**src/stp_pkg.sv**
```systemverilog
// constants and carrier types for the stepper phase sequencer
// Operation
// RULE1: control inputs are sampled and the phase pattern advances only on a rising step clock edge.
// RULE2: excitation mode low selects full-step two-phase drive, high selects half-step 1-2 phase.
// RULE3: direction low steps forward (clockwise), high steps reverse (counter-clockwise).
// RULE4: a low sequencer clear input resets the sequencer state.
// RULE5: while the sequencer clear input is low all four phase outputs are off.
// RULE6: the controller holds the clear input low for at least 10 us after logic power-up.
// RULE7: while output enable is low all four phase outputs are off.
// RULE8: with outputs disabled the sequencer keeps following step edges and resumes in position.
// RULE9: on leaving clear the outputs drive phase A and inverted phase B as the first pattern.
// RULE10: the controller keeps direction stable 6.25 us before and after each step clock rise.
// RULE11: the controller keeps excitation mode stable 5 us before and after each step clock rise.
// RULE12: the controller sets output enable high before stepping begins.
// RULE13: a mode change keeps the position and continues from the nearest step of the new mode.
`default_nettype none

package stp_pkg;

	// position along the eight-entry half-step cycle
	localparam int unsigned POS_W = 3;
	localparam logic [2:0] POS_INIT = 3'h0;
	localparam logic [2:0] POS_ONE = 3'h1;
	localparam logic [2:0] POS_TWO = 3'h2;

	// phase drive pattern, bit order {a, a_inv, b, b_inv}, 1 = winding on
	typedef struct packed {
		logic a;
		logic a_inv;
		logic b;
		logic b_inv;
	} stp_phase_type;

	localparam logic [3:0] PAT_OFF = 4'h0;
	localparam logic [3:0] PAT_0 = 4'h9;
	localparam logic [3:0] PAT_1 = 4'h8;
	localparam logic [3:0] PAT_2 = 4'hA;
	localparam logic [3:0] PAT_3 = 4'h2;
	localparam logic [3:0] PAT_4 = 4'h6;
	localparam logic [3:0] PAT_5 = 4'h4;
	localparam logic [3:0] PAT_6 = 4'h5;
	localparam logic [3:0] PAT_7 = 4'h1;

	// control pins as one bundle
	typedef struct packed {
		logic half_step;
		logic reverse;
		logic enable;
		logic clear_n;
	} stp_ctrl_type;

	// register map, byte addresses on the avalon slave
	localparam int unsigned ADDR_W = 4;
	localparam logic [3:0] REG_CTRL = 4'h0;
	localparam logic [3:0] REG_STATUS = 4'h4;
	localparam logic [3:0] REG_STEPS = 4'h8;

	localparam logic [31:0] CTRL_RESET = 32'h0000_0000;
	localparam logic [31:0] STEPS_RESET = 32'h0000_0000;
	localparam logic [31:0] READ_ZERO = 32'h0000_0000;
	localparam int unsigned CTRL_SW_OFF_BIT = 0;

	// status field positions
	localparam int unsigned ST_POS_LSB = 0;
	localparam int unsigned ST_MODE_BIT = 4;
	localparam int unsigned ST_DIR_BIT = 5;
	localparam int unsigned ST_EN_BIT = 6;
	localparam int unsigned ST_CLR_BIT = 7;
	localparam int unsigned ST_PHASE_LSB = 8;
	localparam int unsigned ST_RUN_BIT = 12;

endpackage : stp_pkg

`default_nettype wire

```
**src/stp_step_edge.sv**
```systemverilog
// rising edge detector for the step clock input
`default_nettype none

module stp_step_edge
(
	input wire logic clk,
	input wire logic reset_n,
	input wire logic level_in,
	input wire logic arm,
	output logic rise
);

	logic prev_q;
	logic prev_d;

	// previous level starts high so a clock already high at release is no step
	always_comb
	begin
		prev_d = level_in;
	end

	always_ff @(posedge clk or negedge reset_n)
	begin
		if (!reset_n)
			prev_q <= 1'b1;
		else
			prev_q <= prev_d;
	end

	// only a low-to-high change counts, and only while armed
	assign rise = arm & level_in & ~prev_q; // RULE1

endmodule : stp_step_edge

`default_nettype wire

```
**src/stp_phase_decode.sv**
```systemverilog
// maps a half-step position to the four phase drive levels
`default_nettype none

module stp_phase_decode
(
	input wire logic [stp_pkg::POS_W-1:0] pos,
	input wire logic force_off,
	output stp_pkg::stp_phase_type pattern
);

	logic [3:0] raw;

	// even positions drive two windings, odd positions one
	always_comb
	begin
		case (pos)
			3'h0: raw = stp_pkg::PAT_0; // RULE9
			3'h1: raw = stp_pkg::PAT_1;
			3'h2: raw = stp_pkg::PAT_2;
			3'h3: raw = stp_pkg::PAT_3;
			3'h4: raw = stp_pkg::PAT_4;
			3'h5: raw = stp_pkg::PAT_5;
			3'h6: raw = stp_pkg::PAT_6;
			3'h7: raw = stp_pkg::PAT_7;
			default: raw = stp_pkg::PAT_OFF;
		endcase
	end

	// gating only masks the drive, the position is untouched
	assign pattern = stp_pkg::stp_phase_type'(force_off ? stp_pkg::PAT_OFF : raw);

endmodule : stp_phase_decode

`default_nettype wire

```
**src/stp_phase_sequencer.sv**
```systemverilog
// phase sequencer for a unipolar two-phase stepping motor, with avalon register slave
//
// The implementer's own choices: the register addresses and the Avalon-MM slave port.
`default_nettype none

module stp_phase_sequencer
(
	input wire logic clk,
	input wire logic reset_n,
	// motor control pins from the host controller
	input wire logic step_clock_in,
	input wire logic excitation_mode_in,
	input wire logic rotation_direction_in,
	input wire logic sequencer_clear_n,
	input wire logic output_enable_in,
	// phase drive outputs, high = winding on
	output logic phase_a_out,
	output logic phase_a_inverse_out,
	output logic phase_b_out,
	output logic phase_b_inverse_out,
	// avalon-mm slave
	input wire logic [stp_pkg::ADDR_W-1:0] avs_address,
	input wire logic avs_read,
	input wire logic avs_write,
	input wire logic [31:0] avs_writedata,
	input wire logic [3:0] avs_byteenable,
	output logic [31:0] avs_readdata,
	output logic avs_waitrequest
);

	// sequencer is either held clear or running
	typedef enum logic [0:0] {
		SEQ_CLEAR,
		SEQ_RUN
	} stp_seq_state_type;

	// slave inserts exactly one wait cycle per access
	typedef enum logic [0:0] {
		BUS_IDLE,
		BUS_ACK
	} stp_bus_state_type;

	// sequencer path
	stp_pkg::stp_ctrl_type ctrl;
	stp_seq_state_type seq_q;
	stp_seq_state_type seq_d;
	logic [stp_pkg::POS_W-1:0] pos_q;
	logic [stp_pkg::POS_W-1:0] pos_d;
	logic [stp_pkg::POS_W-1:0] stride;
	stp_pkg::stp_phase_type phase_q;
	stp_pkg::stp_phase_type phase_d;
	stp_pkg::stp_phase_type pattern;
	logic step_rise;
	logic drive_off;
	logic [stp_pkg::POS_W-1:0] pos_fwd;
	logic [stp_pkg::POS_W-1:0] pos_rev;
	logic step_take;

	// register slave path
	stp_bus_state_type bus_q;
	stp_bus_state_type bus_d;
	logic [31:0] ctrl_reg_q;
	logic [31:0] ctrl_reg_d;
	logic [31:0] steps_q;
	logic [31:0] steps_d;
	logic [31:0] rdata_q;
	logic [31:0] rdata_d;
	logic [31:0] status_word;
	logic request;
	logic commit_write;
	logic sw_off;
	logic read_take;
	logic hit_ctrl;
	logic hit_status;
	logic hit_steps;

	// bundle the control pins; they are synchronous to clk already
	assign ctrl = '{
		half_step: excitation_mode_in,
		reverse: rotation_direction_in,
		enable: output_enable_in,
		clear_n: sequencer_clear_n
	};

	// step edges are only looked at while the sequencer clear input is high
	stp_step_edge u_step_edge
	(
		.clk(clk),
		.reset_n(reset_n),
		.level_in(step_clock_in),
		.arm(ctrl.clear_n),
		.rise(step_rise)
	);

	// a step counts only once the sequencer runs; the clear state swallows it
	assign step_take = (seq_q == SEQ_RUN) & ctrl.clear_n & step_rise; // RULE1

	// stride per step: half-step moves one position, full-step two;
	// a full-step request from an odd position moves one, landing on
	// the nearest two-phase position in the chosen direction
	always_comb
	begin
		if (ctrl.half_step) // RULE2
			stride = stp_pkg::POS_ONE;
		else if (pos_q[0]) // RULE13
			stride = stp_pkg::POS_ONE;
		else
			stride = stp_pkg::POS_TWO; // RULE2
	end

	// both neighbours are formed every cycle and the direction pin only
	// picks one in the cycle of a step edge; the 3-bit sum wraps the cycle
	always_comb
	begin
		pos_fwd = pos_q + stride;
		pos_rev = pos_q - stride;
	end

	// sequencer state and position; mode and direction are used only
	// in the cycle of a step edge, so their changes elsewhere are harmless
	always_comb
	begin
		seq_d = seq_q;
		pos_d = pos_q;
		case (seq_q)
			SEQ_CLEAR:
			begin
				pos_d = stp_pkg::POS_INIT; // RULE4
				if (ctrl.clear_n)
					seq_d = SEQ_RUN;
			end
			SEQ_RUN:
			begin
				if (!ctrl.clear_n)
				begin
					// clear is a level: position drops back at once
					seq_d = SEQ_CLEAR;
					pos_d = stp_pkg::POS_INIT; // RULE4
				end
				else if (step_rise) // RULE1
				begin
					// position advances whether or not outputs are enabled
					if (ctrl.reverse) // RULE3
						pos_d = pos_rev;
					else
						pos_d = pos_fwd; // RULE8
				end
			end
			default:
			begin
				seq_d = SEQ_CLEAR;
				pos_d = stp_pkg::POS_INIT;
			end
		endcase
	end

	// sequencer registers; the chip reset clears them without a clock
	always_ff @(posedge clk or negedge reset_n)
	begin
		if (!reset_n)
		begin
			seq_q <= SEQ_CLEAR;
			pos_q <= stp_pkg::POS_INIT;
		end
		else
		begin
			seq_q <= seq_d;
			pos_q <= pos_d;
		end
	end

	// the outputs are masked rather than the position, so the timing
	// carries on across a disable window
	assign sw_off = ctrl_reg_q[stp_pkg::CTRL_SW_OFF_BIT];
	assign drive_off = ~ctrl.clear_n | ~ctrl.enable | sw_off; // RULE5 RULE7

	stp_phase_decode u_phase_decode
	(
		.pos(pos_d),
		.force_off(drive_off),
		.pattern(pattern)
	);

	// outputs registered so the drivers never see decode glitches;
	// they follow the new position in the same edge it is taken
	always_comb
	begin
		phase_d = pattern; // RULE9
	end

	always_ff @(posedge clk or negedge reset_n)
	begin
		if (!reset_n)
			phase_q <= stp_pkg::stp_phase_type'(stp_pkg::PAT_OFF); // RULE5
		else
			phase_q <= phase_d;
	end

	// the four drive pins are the register bits, nothing in between
	assign phase_a_out = phase_q.a;
	assign phase_a_inverse_out = phase_q.a_inv;
	assign phase_b_out = phase_q.b;
	assign phase_b_inverse_out = phase_q.b_inv;

	// status word shows pins as seen, position and live drive pattern
	always_comb
	begin
		status_word = stp_pkg::READ_ZERO;
		status_word[stp_pkg::ST_POS_LSB +: stp_pkg::POS_W] = pos_q;
		status_word[stp_pkg::ST_MODE_BIT] = ctrl.half_step;
		status_word[stp_pkg::ST_DIR_BIT] = ctrl.reverse;
		status_word[stp_pkg::ST_EN_BIT] = ctrl.enable;
		status_word[stp_pkg::ST_CLR_BIT] = ctrl.clear_n;
		status_word[stp_pkg::ST_PHASE_LSB +: 4] = phase_q;
		status_word[stp_pkg::ST_RUN_BIT] = (seq_q == SEQ_RUN);
	end

	// one wait cycle on every access keeps read data registered;
	// the cost is a fixed two-cycle access
	assign request = avs_read | avs_write;
	assign avs_waitrequest = request & (bus_q == BUS_IDLE);
	assign commit_write = avs_write & (bus_q == BUS_ACK);
	assign read_take = avs_read & (bus_q == BUS_IDLE);

	// address decode shared by the read mux and both write paths
	always_comb
	begin
		hit_ctrl = (avs_address == stp_pkg::REG_CTRL);
		hit_status = (avs_address == stp_pkg::REG_STATUS);
		hit_steps = (avs_address == stp_pkg::REG_STEPS);
	end

	always_comb
	begin
		bus_d = bus_q;
		case (bus_q)
			BUS_IDLE:
			begin
				if (request)
					bus_d = BUS_ACK;
			end
			BUS_ACK:
				bus_d = BUS_IDLE;
			default:
				bus_d = BUS_IDLE;
		endcase
	end

	// read data is captured in the wait cycle; unmapped reads give zero
	always_comb
	begin
		rdata_d = rdata_q;
		if (read_take)
		begin
			if (hit_ctrl)
				rdata_d = ctrl_reg_q;
			else if (hit_status)
				rdata_d = status_word;
			else if (hit_steps)
				rdata_d = steps_q;
			else
				rdata_d = stp_pkg::READ_ZERO;
		end
	end

	// control register: only the low lane holds a bit, the rest read zero
	always_comb
	begin
		ctrl_reg_d = ctrl_reg_q;
		if (commit_write && hit_ctrl && avs_byteenable[0])
			ctrl_reg_d[stp_pkg::CTRL_SW_OFF_BIT] = avs_writedata[stp_pkg::CTRL_SW_OFF_BIT];
	end

	// step counter: a write to the steps register clears it, but a step in the same cycle
	// still counts so no edge is lost to the clear
	always_comb
	begin
		steps_d = steps_q;
		if (commit_write && hit_steps)
			steps_d = stp_pkg::STEPS_RESET;
		if (step_take)
			steps_d = steps_d + 32'h0000_0001;
	end

	// slave registers
	always_ff @(posedge clk or negedge reset_n)
	begin
		if (!reset_n)
		begin
			bus_q <= BUS_IDLE;
			ctrl_reg_q <= stp_pkg::CTRL_RESET;
			steps_q <= stp_pkg::STEPS_RESET;
			rdata_q <= stp_pkg::READ_ZERO;
		end
		else
		begin
			bus_q <= bus_d;
			ctrl_reg_q <= ctrl_reg_d;
			steps_q <= steps_d;
			rdata_q <= rdata_d;
		end
	end

	// read data stands from the wait cycle until the next read is taken
	assign avs_readdata = rdata_q;

endmodule : stp_phase_sequencer

`default_nettype wire

```
**config.mk**
```make
export PLATFORM = sky130hd
export DESIGN_NAME = stp_phase_sequencer
export DESIGN_NICKNAME = d
export VERILOG_FILES = /design/src/stp_pkg.sv /design/src/stp_step_edge.sv /design/src/stp_phase_decode.sv /design/src/stp_phase_sequencer.sv
export SDC_FILE = /design/constraint.sdc
export NUM_CORES = 1
export LEC_CHECK = 0
export CELL_PAD_IN_SITES_DETAIL_PLACEMENT = 0
export CELL_PAD_IN_SITES_GLOBAL_PLACEMENT = 1
export CORE_MARGIN = 10
export CORE_UTILIZATION = 50
export DETAILED_ROUTE_END_ITERATION = 12
export DONT_BUFFER_PORTS = 1
export PLACE_DENSITY_LB_ADDON = 0.1
export RECOVER_POWER = 100
export SLEW_MARGIN = 10
export SYNTH_ARGS = -nofsm -noshare
export SYNTH_HDL_FRONTEND = slang
export SYNTH_SLANG_ARGS = --single-unit
```
**constraint.sdc**
```tcl
create_clock -name clk -period 6 [get_ports clk]
set_input_delay 0.3 -clock clk [delete_from_list [all_inputs] [get_ports clk]]
set_output_delay 0.3 -clock clk [all_outputs]
set_load 0.005 [all_outputs]
```
==> results of run 1 <==
routing by layer:
metal / track usage / share of wire
met3: 0.0542 / 0.076
met2: 0.225 / 0.45
met4: 0.0676 / 0.020
met1: 0.175 / 0.46
met5: 0 / 0
synth_stat cells (all sizes together), types with 3 or more instances:
library cell,n,area share
nand3,12,0.016
dfrtp,74,0.51
nor2,29,0.030
nand2b,3,0.0051
nand4,10,0.021
and2,5,0.0086
and4,4,0.0096
nand2,67,0.070
a22oi,11,0.023
or3,4,0.0069
xnor2,23,0.055
and3,4,0.0069
xor2,5,0.012
nor4,12,0.054
o21ai,35,0.048
mux2,3,0.0093
buf,6,0.0096
inv,7,0.0072
a21oi,8,0.011
clkbuf,14,0.015
nor3,9,0.012
final timing paths:
kind / from / to / slack (ps) / cells past startpoint
min in group asynchronous: reset_n / avs_readdata[26] / 520 / 2
max in group asynchronous: reset_n / u_step_edge.prev_q / 5150 / 2
max reg2reg: bus_q / steps_q[26] / 3440 / 7
min: avs_address[0] / avs_readdata[0] / 30 / 1
min reg2reg: avs_readdata[22] / avs_readdata[22] / 510 / 2
max: avs_address[1] / steps_q[26] / 2760 / 9
power by group through the flow:
stage	registers (W)	clock network, W	logic (W)
finish	0.000552	0.000556	0.0000832
global route	0.000556	0.000583	0.0000964
CTS	0.000552	0.000566	0.0000889
detailed placement	0.000562	0	0.0000740
global placement	0.000563	0	0.0000718
floorplan	0.000553	0	0.0000646
critical path, delay by kind of cell:
family                     cells  cell delay, ps
and+or+nand+nor                5            1420
adders and majority gates      1             230
buffers and inverters          1            1150
AOI/OAI and AO/OA              2             390
kinds of logic (layout without fill, tap and decap cells):
logic type,after synthesis,in the layout,share of synthesized area
flip-flops,75,75,0.515
XOR/XNOR,28,28,0.0672
adder cells (fa/ha/maj),2,2,0.00891
AO/OA/AOI/OAI,61,61,0.101
multiplexers,5,5,0.0147
AND/OR/NAND/NOR,167,167,0.262
buffers and inverters,27,28,0.0315
per-stage QoR:
stage	util	setup WS [ps]	power, W	hold slack [ps]	area (um^2)
finish	0.552	2760	0.00119	34.2	3960
global route	0.552	2360	0.00123	35.3	3960
CTS	0.564	3520	0.00121	24.7	4050
detailed placement	0.516	3550	0.000636	7.00	3700
global placement	0.516	3610	0.000634	7.39	3700
floorplan	-	3800	0.000617	4.41	3650
state kept, by name (all words and copies together) (netlist names):
name and count:
avs_readdata 32, phase_a_out 1, bus_q 1, phase_b_out 1
phase_a_inverse_out 1, steps_q 32, ctrl_reg_q 1, seq_q 1
u_step_edge.prev_q 1, pos_q 3, phase_b_inverse_out 1
layout make-up:
class,instances,area [um^2]
clock buffers,9,124
fillers,672,3210
repair buffers,5,61.3
clock inverters,7,164
multi-input cells,263,1580
inverters,7,26.3
well taps,99,124
flip-flops and latches,75,1880
==> flow_summary.html, run 1 <==
<table>
<tr><th>Metric</th><th>Value</th></tr>
<tr><th colspan="2">Clock tree</th></tr>
<tr><td>Sinks on Clock Net</td><td>75</td></tr>
<tr><td>Max Buffers Root-to-Sink</td><td>2</td></tr>
<tr><td>Clock Latency Late Sink</td><td>350 ps</td></tr>
<tr><td>Clock transition time at the flip-flop clock pins of the worst setup and hold paths</td><td>80 ps</td></tr>
<tr><td>Post-cts repair resize count</td><td>0</td></tr>
<tr><td>Cell at the root of the clock tree</td><td>clkbuf_8</td></tr>
<tr><td>TritonCTS clock tree</td><td>done</td></tr>
<tr><td>Maximum level of the CTS H-tree</td><td>3</td></tr>
<tr><td>Post-CTS Repair Setup Buffers</td><td>0</td></tr>
<tr><td>Cts bufs inserted</td><td>9</td></tr>
<tr><td>Post-CTS Hold Buffers</td><td>4</td></tr>
<tr><th colspan="2">Synth</th></tr>
<tr><td>Most used DFF post-synth</td><td>dfrtp_1</td></tr>
<tr><td>Mean instance size in the synthesized netlist</td><td>10.0 um^2</td></tr>
<tr><td>Number of instances in the synthesized netlist</td><td>365</td></tr>
<tr><td>Cell area after synthesis</td><td>3650 um^2</td></tr>
<tr><td>Number of synthesized flops with an enable pin</td><td>0</td></tr>
<tr><td>FFs w/ async S/R, synth</td><td>1.00</td></tr>
<tr><td>Sequential share of the synthesized area</td><td>0.515</td></tr>
<tr><td>Number of unique standard cell types used by synthesis</td><td>47</td></tr>
<tr><td>Post-Syn Nets</td><td>416</td></tr>
<tr><td>Synthesis-stage register bit count</td><td>75</td></tr>
<tr><td>Total of warnings raised by yosys</td><td>0</td></tr>
<tr><th colspan="2">Global route</th></tr>
<tr><td>Overflow left after global routing</td><td>0</td></tr>
<tr><td>Wire length of the first global-routing pass</td><td>13200 um</td></tr>
<tr><td>Total global-route track usage</td><td>0.145</td></tr>
<tr><td>Number of antenna violations at the first check in global routing</td><td>0</td></tr>
<tr><td>Pin count of the biggest net entering global routing</td><td>76</td></tr>
<tr><td>Vias in the first global route</td><td>2538</td></tr>
<tr><th colspan="2">Pwr</th></tr>
<tr><td>Reported leakage power</td><td>1.66 nW</td></tr>
<tr><td>Maximum ir drop on the vdd rail</td><td>0.151 mV</td></tr>
<tr><td>Cell internal power dissipation</td><td>0.000922 W</td></tr>
<tr><td>Switching share of power</td><td>0.225</td></tr>
<tr><td>Clock network fraction of design power</td><td>0.467</td></tr>
<tr><td>Share of power burned in registers</td><td>0.463</td></tr>
<tr><td>Part of the total power dissipated in combinational logic</td><td>0.070</td></tr>
<tr><td>Power Dens Cells</td><td>301 nW/um^2</td></tr>
<tr><td>NetSw</td><td>0.000268 W</td></tr>
<tr><th colspan="2">Die</th></tr>
<tr><td>Num rows</td><td>31</td></tr>
<tr><td>Effective utilization at floorplan</td><td>0.509</td></tr>
<tr><td>Core Box Area</td><td>7180 um^2</td></tr>
<tr><td>Floorplan die height</td><td>105 um</td></tr>
<tr><td>Width of the die</td><td>105 um</td></tr>
<tr><td>Area of the die</td><td>11100 um^2</td></tr>
<tr><td>Top Ports</td><td>86</td></tr>
<tr><th colspan="2">Worst setup path</th></tr>
<tr><td>Slowest library cell on the worst path</td><td>clkbuf_1</td></tr>
<tr><td>Ordered cell list for the critical path</td><td>nor4b_1, clkbuf_1, nand3_1, and2_0, ha_1, nand4_1, nor4_1, a31o_2, a21oi_1</td></tr>
<tr><td>Crit path launch type</td><td>input pin</td></tr>
<tr><td>Max incr delay on CP</td><td>1150 ps</td></tr>
<tr><td>Crit path arrival time</td><td>3510 ps</td></tr>
<tr><td>Setup CP Type</td><td>in -&gt; reg</td></tr>
<tr><td>Worst-path maximum fanout</td><td>34</td></tr>
<tr><td>CP Capture Type</td><td>flop</td></tr>
<tr><td>Required @ worst endpoint</td><td>6270 ps</td></tr>
<tr><th colspan="2">Timing</th></tr>
<tr><td>Sum of negative setup slack</td><td>0 ps</td></tr>
<tr><td>Number of setup violations in the final report</td><td>0</td></tr>
<tr><td>Final count of hold timing violations</td><td>0</td></tr>
<tr><td>Worst slew margin relative to its limit</td><td>-0.280</td></tr>
<tr><td>Maximum clock rate</td><td>0.309 GHz</td></tr>
<tr><td>RSZ-0062 raised after global routing</td><td>false</td></tr>
<tr><td>Final Critical Period</td><td>3240 ps</td></tr>
<tr><td>Worst slew pin tran</td><td>1920 ps</td></tr>
<tr><td>Final Cycle Share</td><td>0.540</td></tr>
<tr><td>Final Max Tran Viols</td><td>100</td></tr>
<tr><td>Worst setup skew after layout</td><td>7.95 ps</td></tr>
<tr><th colspan="2">Detailed routing</th></tr>
<tr><td>Overall routed net length</td><td>7860 um</td></tr>
<tr><td>Count of antenna-violating nets left after detailed routing</td><td>0</td></tr>
<tr><td>TritonRoute pass-1 iters</td><td>4</td></tr>
<tr><td>Initial detailed-routing violation count</td><td>104</td></tr>
<tr><td>Vias per inst</td><td>5.49</td></tr>
<tr><td>Wire per inst</td><td>16.9 um</td></tr>
<tr><td>Number of vias after detailed routing</td><td>2553</td></tr>
<tr><td>DR DRC count</td><td>0</td></tr>
<tr><th colspan="2">Status</th></tr>
<tr><td>Violations in the final reports</td><td>max-capacitance violations, max-slew violations</td></tr>
<tr><td>Outcome</td><td>finished with violations</td></tr>
<tr><th colspan="2">Placement</th></tr>
<tr><td>Number of placed instances with taps included</td><td>445</td></tr>
<tr><td>Number of port buffers</td><td>0</td></tr>
<tr><td>Detail Placement HPWL</td><td>5220 um</td></tr>
<tr><td>Final weighted congestion in routability-driven placement</td><td>0.784</td></tr>
<tr><th colspan="2">Layout</th></tr>
<tr><td>Most frequent standard cell in the layout excluding fill and tap cells</td><td>dfrtp_1</td></tr>
<tr><td>Ant. Diodes</td><td>0</td></tr>
<tr><td>Final instance count without filler cells</td><td>465</td></tr>
<tr><td>Share of post-route cells with drive strength above 1</td><td>0.0874</td></tr>
<tr><td>Syn-to-layout area delta</td><td>8.54%</td></tr>
<tr><td>Commonest cells after routing, fill and taps aside</td><td>dfrtp_1, nand2_1, o21ai_0, nor2_1, xnor2_1</td></tr>
<tr><td>NumNets Final</td><td>412</td></tr>
<tr><th colspan="2">Run</th></tr>
<tr><td>Number of max-capacitance violations reported</td><td>2</td></tr>
<tr><th colspan="2">Hold path</th></tr>
<tr><td>Tightest Hold Check Type</td><td>in -&gt; reg</td></tr>
</table>
Power figures use the tool's default switching activity.
==> run 2, diff against run 1 <==
- CORE_UTILIZATION: 50 -> 43
- clock period: 6 -> 2.8 ns (I/O delays scaled with it)
==> run 2 against run 1 <==
The flow still finishes with violations (max-capacitance violations, max-slew violations). Sequential cell count unchanged. First-iteration DRC count increased by 37%. Global-route usage decreased by 1.3 points. Utilization decreased by 7.3 points. Final area about the same. Critical path type is now reg -> reg. Largest cell class unchanged.
==> flow_summary.html, run 2 (same netlist as run 1, synthesis figures left out) <==
<table>
<tr><th>Metric</th><th>Value</th></tr>
<tr><th colspan="2">Status</th></tr>
<tr><td>Outcome</td><td>finished with violations</td></tr>
<tr><td>Violations in the final reports</td><td>max-capacitance violations, max-slew violations</td></tr>
<tr><th colspan="2">Clock tree</th></tr>
<tr><td>Post-cts repair resize count</td><td>0 (unchanged)</td></tr>
<tr><td>Max Buffers Root-to-Sink</td><td>2 (unchanged)</td></tr>
<tr><td>Cell at the root of the clock tree</td><td>clkbuf_8</td></tr>
<tr><td>Post-CTS Hold Buffers</td><td>10 (+6)</td></tr>
<tr><td>Cts bufs inserted</td><td>9 (unchanged)</td></tr>
<tr><td>Clock transition time at the flip-flop clock pins of the worst setup and hold paths</td><td>70 ps (about the same)</td></tr>
<tr><td>Maximum level of the CTS H-tree</td><td>3 (unchanged)</td></tr>
<tr><td>TritonCTS clock tree</td><td>done</td></tr>
<tr><td>Clock Latency Late Sink</td><td>340 ps (about the same)</td></tr>
<tr><td>Sinks on Clock Net</td><td>75 (unchanged)</td></tr>
<tr><td>Post-CTS Repair Setup Buffers</td><td>0 (unchanged)</td></tr>
<tr><th colspan="2">Worst setup path</th></tr>
<tr><td>Setup CP Type</td><td>reg -&gt; reg</td></tr>
<tr><td>Worst-path maximum fanout</td><td>5 (-85%)</td></tr>
<tr><td>CP Capture Type</td><td>flop</td></tr>
<tr><td>Required @ worst endpoint</td><td>3060 ps (-3210 ps)</td></tr>
<tr><td>Setup slack of the most critical reg-to-reg path</td><td>330 ps (-3110 ps)</td></tr>
<tr><td>Crit path launch type</td><td>flop</td></tr>
<tr><td>Crit path arrival time</td><td>2730 ps (-780 ps)</td></tr>
<tr><th colspan="2">Pwr</th></tr>
<tr><td>Maximum ir drop on the vdd rail</td><td>0.230 mV (+52%)</td></tr>
<tr><td>Clock network fraction of design power</td><td>0.423 (-0.044)</td></tr>
<tr><td>Cell internal power dissipation</td><td>0.00183 W (+98%)</td></tr>
<tr><td>Power Dens Cells</td><td>602 nW/um^2 (+100%)</td></tr>
<tr><td>NetSw</td><td>0.000556 W (+110%)</td></tr>
<tr><td>Switching share of power</td><td>0.233 (+0.00797)</td></tr>
<tr><td>Reported leakage power</td><td>1.64 nW (-1.1%)</td></tr>
<tr><td>Share of power burned in registers</td><td>0.497 (+0.034)</td></tr>
<tr><td>Part of the total power dissipated in combinational logic</td><td>0.080 (+0.010)</td></tr>
<tr><th colspan="2">Timing</th></tr>
<tr><td>Final Critical Period</td><td>2470 ps</td></tr>
<tr><td>Number of setup violations in the final report</td><td>0 (unchanged)</td></tr>
<tr><td>Sum of negative setup slack</td><td>0 ps (unchanged)</td></tr>
<tr><td>Worst setup skew after layout</td><td>8.72 ps (+0.772 ps)</td></tr>
<tr><td>Worst slew pin tran</td><td>1870 ps (-49.8 ps)</td></tr>
<tr><td>Final count of hold timing violations</td><td>0 (unchanged)</td></tr>
<tr><td>Worst slew margin relative to its limit</td><td>-0.247 (+0.0332)</td></tr>
<tr><td>Final Cycle Share</td><td>0.882</td></tr>
<tr><td>RSZ-0062 raised after global routing</td><td>false</td></tr>
<tr><td>Maximum clock rate</td><td>0.405 GHz</td></tr>
<tr><td>Final Max Tran Viols</td><td>76 (-24%)</td></tr>
<tr><th colspan="2">Placement</th></tr>
<tr><td>Number of port buffers</td><td>0 (unchanged)</td></tr>
<tr><td>Detail Placement HPWL</td><td>5450 um (+4.4%)</td></tr>
<tr><td>Final weighted congestion in routability-driven placement</td><td>0.782 (-0.24%)</td></tr>
<tr><th colspan="2">Die</th></tr>
<tr><td>Area of the die</td><td>12600 um^2 (+13%)</td></tr>
<tr><td>Effective utilization at floorplan</td><td>0.442 (-0.0667)</td></tr>
<tr><td>Num rows</td><td>33 (+6.5%)</td></tr>
<tr><td>Floorplan die height</td><td>112 um (+6.3%)</td></tr>
<tr><td>Core Box Area</td><td>8260 um^2 (+15%)</td></tr>
<tr><td>Width of the die</td><td>112 um (+6.3%)</td></tr>
<tr><td>Top Ports</td><td>86 (unchanged)</td></tr>
<tr><th colspan="2">Global route</th></tr>
<tr><td>Overflow left after global routing</td><td>0 (unchanged)</td></tr>
<tr><td>Pin count of the biggest net entering global routing</td><td>76 (unchanged)</td></tr>
<tr><td>Total global-route track usage</td><td>0.132 (-0.0131)</td></tr>
<tr><td>Vias in the first global route</td><td>2672 (+5.3%)</td></tr>
<tr><td>Wire length of the first global-routing pass</td><td>13800 um (+4.6%)</td></tr>
<tr><td>Number of antenna violations at the first check in global routing</td><td>0 (unchanged)</td></tr>
<tr><th colspan="2">Layout</th></tr>
<tr><td>Final core occ</td><td>0.479 (-0.0728)</td></tr>
<tr><td>Commonest cells after routing, fill and taps aside</td><td>dfrtp_1, nand2_1, o21ai_0, nor2_1, xnor2_1</td></tr>
<tr><td>Ant. Diodes</td><td>0 (unchanged)</td></tr>
<tr><td>Share of post-route cells with drive strength above 1</td><td>0.0875 (+0.000101)</td></tr>
<tr><td>Syn-to-layout area delta</td><td>8.43% (about the same)</td></tr>
<tr><td>Most frequent standard cell in the layout excluding fill and tap cells</td><td>dfrtp_1</td></tr>
<tr><td>NumNets Final</td><td>423 (+2.7%)</td></tr>
<tr><th colspan="2">Detailed routing</th></tr>
<tr><td>Number of vias after detailed routing</td><td>2604 (+2.0%)</td></tr>
<tr><td>DR DRC count</td><td>0 (unchanged)</td></tr>
<tr><td>TritonRoute pass-1 iters</td><td>5 (+1)</td></tr>
<tr><td>Wire per inst</td><td>17.0 um (+0.54%)</td></tr>
<tr><td>Count of antenna-violating nets left after detailed routing</td><td>0 (unchanged)</td></tr>
<tr><td>Vias per inst</td><td>5.40 (-1.6%)</td></tr>
<tr><td>Initial detailed-routing violation count</td><td>142 (+37%)</td></tr>
<tr><td>Overall routed net length</td><td>8190 um (+4.2%)</td></tr>
<tr><th colspan="2">Run</th></tr>
<tr><td>Number of max-capacitance violations reported</td><td>1 (-1)</td></tr>
<tr><th colspan="2">Hold path</th></tr>
<tr><td>Tightest Hold Check Type</td><td>in -&gt; reg</td></tr>
</table>
## run 2: cell types whose count changed in the layout (fill, tap and decap cells not counted), sizes merged
cell	previous run	this run
buf	1	4
bufinv	5	3
dlygate4sd3	3	9
clkbuf	10	14
## run 2: area by class of cell
cell class | count | area, um^2
fill | 851 | 4300
timing repair buffer | 16 | 136
multi-input combinational | 263 | 1540
clock inverter | 5 | 100
clock buffer | 11 | 141
tap | 105 | 131
sequential | 75 | 1880
inverter | 7 | 26.3
## run 2: power groups by stage
| stage | Sequential (W) | Combinational, W | Clock (W) |
|---|---|---|---|
| after floorplan | 0.00118 | 0.000139 | 0 |
| after global placement | 0.00121 | 0.000161 | 0 |
| after detailed placement | 0.00121 | 0.000166 | 0 |
| after CTS | 0.00118 | 0.000205 | 0.00104 |
| after global routing | 0.00119 | 0.000216 | 0.00108 |
| final | 0.00118 | 0.000191 | 0.00101 |
## run 2: per-stage QoR
step / instances / power, W / setup slack [ps] / hold slack, ps / area (um^2)
detailed placement: 456 / 0.00137 / 367 / -153 / 3750
global placement: 456 / 0.00137 / 399 / -153 / 3750
finish: 482 / 0.00238 / 329 / 15.3 / 3960
global route: 482 / 0.00249 / 197 / 16.9 / 3960
CTS: 482 / 0.00243 / 346 / 4.29 / 4110
floorplan: 365 / 0.00132 / 604 / -156 / 3650
## run 2: metal layers
metal | share of wire | vias to the layer above | wire length [um] | GRT usage
li1 | - | 1276 | - | -
met1 | 0.46 | 1271 | 3730 | 0.166
met2 | 0.47 | 48 | 3830 | 0.206
met3 | 0.067 | 9 | 545 | 0.0453
met4 | 0.011 | 0 | 87 | 0.0457
met5 | 0 | - | 0 | 0
## run 2: path summary, 6_finish.rpt
kind	start	endpoint	depth (start not counted)
worst max-delay path	pos_q[0]	phase_b_out	7
worst min register to register	avs_readdata[23]	avs_readdata[23]	2
min in group asynchronous	reset_n	avs_readdata[18]	2
worst min-delay path	rotation_direction_in	avs_readdata[5]	2
worst max register to register	pos_q[0]	phase_b_out	7
max in group asynchronous	reset_n	steps_q[16]	2
## run 2: critical path, cell delays in order (launching register included)
cell and delay [ps]:
dfrtp_1 440, o21a_1 210, fa_1 400, xnor2_1 170
or3_1 310, a21oi_1 290, or3b_1 380, a21oi_1 180
==> run 3, diff against run 2 <==
- SYNTH_HIERARCHICAL: default -> 1
==> run 3 against run 2 <==
The flow still finishes with violations (max-capacitance violations, max-slew violations). First-iteration DRC count is 16% lower. Final cell count is 1.9% higher. Global-route usage is 0.48 points higher. Synthesized cell count is 0.27% higher. Total power is 9.0% lower. Clock skew is 9.7 ps higher. Combinational power is 17% lower. Utilization is 1.1 points higher. Maximum frequency is 5.5% lower. Area after synthesis is 2.2% lower. Critical path type unchanged. Critical endpoint is now steps_q[24].
==> flow_summary.html, run 3 <==
<table>
<tr><th>Metric</th><th>Value</th></tr>
<tr><th colspan="2">Timing</th></tr>
<tr><td>Maximum clock rate</td><td>0.383 GHz (-5.5%)</td></tr>
<tr><td>RSZ-0062 raised after global routing</td><td>false</td></tr>
<tr><td>Final Cycle Share</td><td>0.934 (+0.0511)</td></tr>
<tr><td>Worst slew pin tran</td><td>1860 ps (-11.1 ps)</td></tr>
<tr><td>Sum of negative setup slack</td><td>0 ps (unchanged)</td></tr>
<tr><td>Hold slack</td><td>4.38 ps (-10.9 ps)</td></tr>
<tr><td>Number of setup violations in the final report</td><td>0 (unchanged)</td></tr>
<tr><td>Worst slew margin relative to its limit</td><td>-0.240 (+0.00741)</td></tr>
<tr><td>Final Critical Period</td><td>2610 ps (+143 ps)</td></tr>
<tr><td>Worst setup skew after layout</td><td>18.5 ps (+9.73 ps)</td></tr>
<tr><td>Final count of hold timing violations</td><td>0 (unchanged)</td></tr>
<tr><td>Final Max Tran Viols</td><td>76 (unchanged)</td></tr>
<tr><th colspan="2">Worst setup path</th></tr>
<tr><td>Setup CP Type</td><td>reg -&gt; reg</td></tr>
<tr><td>CP Capture Type</td><td>flop</td></tr>
<tr><td>Crit path launch type</td><td>flop</td></tr>
<tr><td>Crit path arrival time</td><td>2880 ps (+150 ps)</td></tr>
<tr><td>Required @ worst endpoint</td><td>3060 ps (about the same)</td></tr>
<tr><td>Worst-path maximum fanout</td><td>5 (unchanged)</td></tr>
<tr><th colspan="2">Synth</th></tr>
<tr><td>Post-Syn Nets</td><td>418 (+0.48%)</td></tr>
<tr><td>Post-synth top area share</td><td>0.519 (+0.0116)</td></tr>
<tr><td>Cell types with the highest counts after synthesis</td><td>nand2_1, dfrtp_1, o21ai_0</td></tr>
<tr><td>Cell area after synthesis</td><td>3570 um^2 (-2.2%)</td></tr>
<tr><td>Leading area contributor after synthesis</td><td>dfrtp_1</td></tr>
<tr><td>Sequential share of the synthesized area</td><td>0.526 (+0.0117)</td></tr>
<tr><td>Mean instance size in the synthesized netlist</td><td>9.75 um^2 (-2.5%)</td></tr>
<tr><td>Most used DFF post-synth</td><td>dfrtp_1</td></tr>
<tr><td>Number of synthesized flops with an enable pin</td><td>0 (unchanged)</td></tr>
<tr><td>Top cells by area, synth</td><td>dfrtp_1, nand2_1, o21ai_0</td></tr>
<tr><td>FFs w/ async S/R, synth</td><td>1.00 (unchanged)</td></tr>
<tr><td>Total of warnings raised by yosys</td><td>6 (+6)</td></tr>
<tr><td>Synthesis-stage register bit count</td><td>75 (unchanged)</td></tr>
<tr><td>Most instantiated library cell after synthesis</td><td>nand2_1</td></tr>
<tr><td>Number of instances in the synthesized netlist</td><td>366 (+0.27%)</td></tr>
<tr><td>Number of unique standard cell types used by synthesis</td><td>46 (-2.1%)</td></tr>
<tr><th colspan="2">Run</th></tr>
<tr><td>Number of max-capacitance violations reported</td><td>1 (unchanged)</td></tr>
<tr><th colspan="2">Die</th></tr>
<tr><td>Top Ports</td><td>86 (unchanged)</td></tr>
<tr><td>Floorplan die height</td><td>111 um (-0.92%)</td></tr>
<tr><td>Core Box Area</td><td>8130 um^2 (-1.5%)</td></tr>
<tr><td>Width of the die</td><td>111 um (-0.92%)</td></tr>
<tr><td>Area of the die</td><td>12300 um^2 (-1.8%)</td></tr>
<tr><td>Effective utilization at floorplan</td><td>0.439 (-0.00327)</td></tr>
<tr><td>Num rows</td><td>33 (unchanged)</td></tr>
<tr><th colspan="2">Detailed routing</th></tr>
<tr><td>DR WL met3</td><td>504 um (-7.5%)</td></tr>
<tr><td>DRT met1 WL</td><td>3700 um (-0.83%)</td></tr>
<tr><td>Count of antenna-violating nets left after detailed routing</td><td>0 (unchanged)</td></tr>
<tr><td>Wire per inst</td><td>17.0 um (-0.19%)</td></tr>
<tr><td>TritonRoute pass-1 iters</td><td>4 (-1)</td></tr>
<tr><td>Sum of met2 wire segment lengths after detailed routing</td><td>4030 um (+5.2%)</td></tr>
<tr><td>Initial detailed-routing violation count</td><td>119 (-16%)</td></tr>
<tr><td>DR DRC count</td><td>0 (unchanged)</td></tr>
<tr><td>Top metal layer carrying routed signals</td><td>met4</td></tr>
<tr><td>Number of vias after detailed routing</td><td>2582 (-0.84%)</td></tr>
<tr><td>Overall routed net length</td><td>8330 um (+1.7%)</td></tr>
<tr><td>Vias per inst</td><td>5.26 (-2.7%)</td></tr>
<tr><th colspan="2">Global route</th></tr>
<tr><td>Vias in the first global route</td><td>2677 (+0.19%)</td></tr>
<tr><td>Total global-route track usage</td><td>0.137 (+0.00478)</td></tr>
<tr><td>Pin count of the biggest net entering global routing</td><td>76 (unchanged)</td></tr>
<tr><td>Wire length of the first global-routing pass</td><td>13800 um (unchanged)</td></tr>
<tr><td>Number of antenna violations at the first check in global routing</td><td>0 (unchanged)</td></tr>
<tr><td>Overflow left after global routing</td><td>0 (unchanged)</td></tr>
<tr><th colspan="2">Placement</th></tr>
<tr><td>Final weighted congestion in routability-driven placement</td><td>0.787 (+0.67%)</td></tr>
<tr><td>Number of port buffers</td><td>0 (unchanged)</td></tr>
<tr><td>Area after DPL</td><td>3710 um^2 (-0.94%)</td></tr>
<tr><td>Detail Placement HPWL</td><td>5770 um (+5.9%)</td></tr>
<tr><th colspan="2">Hold path</th></tr>
<tr><td>Tightest Hold Check Type</td><td>in -&gt; reg</td></tr>
<tr><th colspan="2">Layout</th></tr>
<tr><td>Ant. Diodes</td><td>0 (unchanged)</td></tr>
<tr><td>Final cell area excluding filler cells</td><td>3990 um^2 (+0.73%)</td></tr>
<tr><td>Final core occ</td><td>0.490 (+0.0108)</td></tr>
<tr><td>Syn-to-layout area delta</td><td>11.7%</td></tr>
<tr><td>Fill cell total of the finished layout</td><td>782 (-8.1%)</td></tr>
<tr><td>Commonest cells after routing, fill and taps aside</td><td>nand2_1, dfrtp_1, o21ai_0, nor2_1, xor2_1</td></tr>
<tr><td>Share of post-route cells with drive strength above 1</td><td>0.0959 (+0.00832)</td></tr>
<tr><td>NumNets Final</td><td>433 (+2.4%)</td></tr>
<tr><td>Most frequent standard cell in the layout excluding fill and tap cells</td><td>nand2_1</td></tr>
<tr><th colspan="2">Pwr</th></tr>
<tr><td>Power Dens Cells</td><td>544 nW/um^2 (-9.7%)</td></tr>
<tr><td>Reported leakage power</td><td>1.64 nW (about the same)</td></tr>
<tr><td>Maximum ir drop on the vdd rail</td><td>0.244 mV (+6.2%)</td></tr>
<tr><th colspan="2">Clock tree</th></tr>
<tr><td>TritonCTS clock tree</td><td>done</td></tr>
<tr><td>Sinks on Clock Net</td><td>75 (unchanged)</td></tr>
<tr><td>Maximum level of the CTS H-tree</td><td>3 (unchanged)</td></tr>
<tr><td>Clock Latency Late Sink</td><td>360 ps (+20 ps)</td></tr>
<tr><td>Cts bufs inserted</td><td>9 (unchanged)</td></tr>
<tr><td>Post-CTS Repair Setup Buffers</td><td>0 (unchanged)</td></tr>
<tr><td>Max Buffers Root-to-Sink</td><td>2 (unchanged)</td></tr>
<tr><td>Clock transition time at the flip-flop clock pins of the worst setup and hold paths</td><td>100 ps (+30 ps)</td></tr>
<tr><td>Cell at the root of the clock tree</td><td>clkbuf_8</td></tr>
<tr><th colspan="2">Status</th></tr>
<tr><td>Violations in the final reports</td><td>max-capacitance violations, max-slew violations</td></tr>
<tr><td>Outcome</td><td>finished with violations</td></tr>
</table>
==> run 3: changes by cell type after synthesis, moves of 3 or more <==
cell     previous run  this run
xor2_1              5        15
nand2_1            66        80
xnor2_1            23        13
inv_1               7         3
or3_1               4         7
nor4_4              6         1
nor3_1              9         6
==> run 3: kinds of logic after synthesis <==
group	share of synthesized area
compound gates	0.0989
xor+xnor	0.0687
simple gates	0.257
flops	0.526
buf+inv	0.0214
fa+ha+maj	0.0126
mux	0.0147
==> run 3: worst max-delay path, cell delays in order, from the launching register on <==
cell	delay [ps]
dfrtp_1	390
and2_0	190
nand2_1	110
and2_0	210
ha_1	180
nand4_2	200
or4_1	740
nor4_2	310
xnor2_1	150
nor2_1	50
==> run 3: final timing paths <==
| kind | cells after the start | start | to | slack [ps] |
|---|---|---|---|---|
| max | 9 | bus_q | steps_q[24] | 190 |
| min | 2 | output_enable_in | avs_readdata[6] | 4 |
| max reg2reg | 9 | bus_q | steps_q[24] | 190 |
| min reg2reg | 1 | bus_q | bus_q | 470 |
| max in group asynchronous | 2 | reset_n | pos_q[0] | 720 |
| min in group asynchronous | 2 | reset_n | steps_q[26] | 840 |
==> run 3: layout make-up <==
| class | count | area, um^2 | area share |
|---|---|---|---|
| Clock inverter | 5 | 61.3 | 0.0154 |
| Clock buffer | 11 | 141 | 0.0355 |
| Sequential cell | 75 | 1880 | 0.471 |
| Tap cell | 105 | 131 | 0.0330 |
| Timing Repair Buffer | 21 | 169 | 0.0424 |
| Inverter | 3 | 11.3 | 0.00282 |
| Multi-Input combinational cell | 271 | 1590 | 0.400 |
==> run 3: routing by layer <==
metal | vias up | global-route usage
li1 | 1291 | -
met1 | 1237 | 0.161
met2 | 47 | 0.224
met3 | 7 | 0.0498
met4 | 0 | 0.0480
met5 | - | 0
==> run 3: where the power goes <==
| group | switching (W) | internal (W) | leakage (nW) | total (W) |
|---|---|---|---|---|
| logic | 0.000101 | 0.0000569 | 0.519 | 0.000158 |
| registers | 0.0000263 | 0.00111 | 1.03 | 0.00114 |
| clock network | 0.000432 | 0.000440 | 0.0922 | 0.000872 |
==> run 3: per-stage QoR <==
| stage | setup WS (ps) | power (W) | cells |
|---|---|---|---|
| 6_report | 186 | 0.00217 | 491 |
| 3_3_place_gp | 141 | 0.00128 | 463 |
| 4_1_cts | 68.3 | 0.00220 | 490 |
| 2_1_floorplan | 228 | 0.00125 | 366 |
| 3_5_place_dp | 94.8 | 0.00129 | 463 |
| 5_1_grt | 17.9 | 0.00227 | 491 |
==> run 3: what timing repair did <==
action                                  4_1_cts  5_1_grt
endpoints found under the setup margin        0        3
resized for setup                             0        4
hold buffers                                 11        1
hold endpoints to repair                     84        1
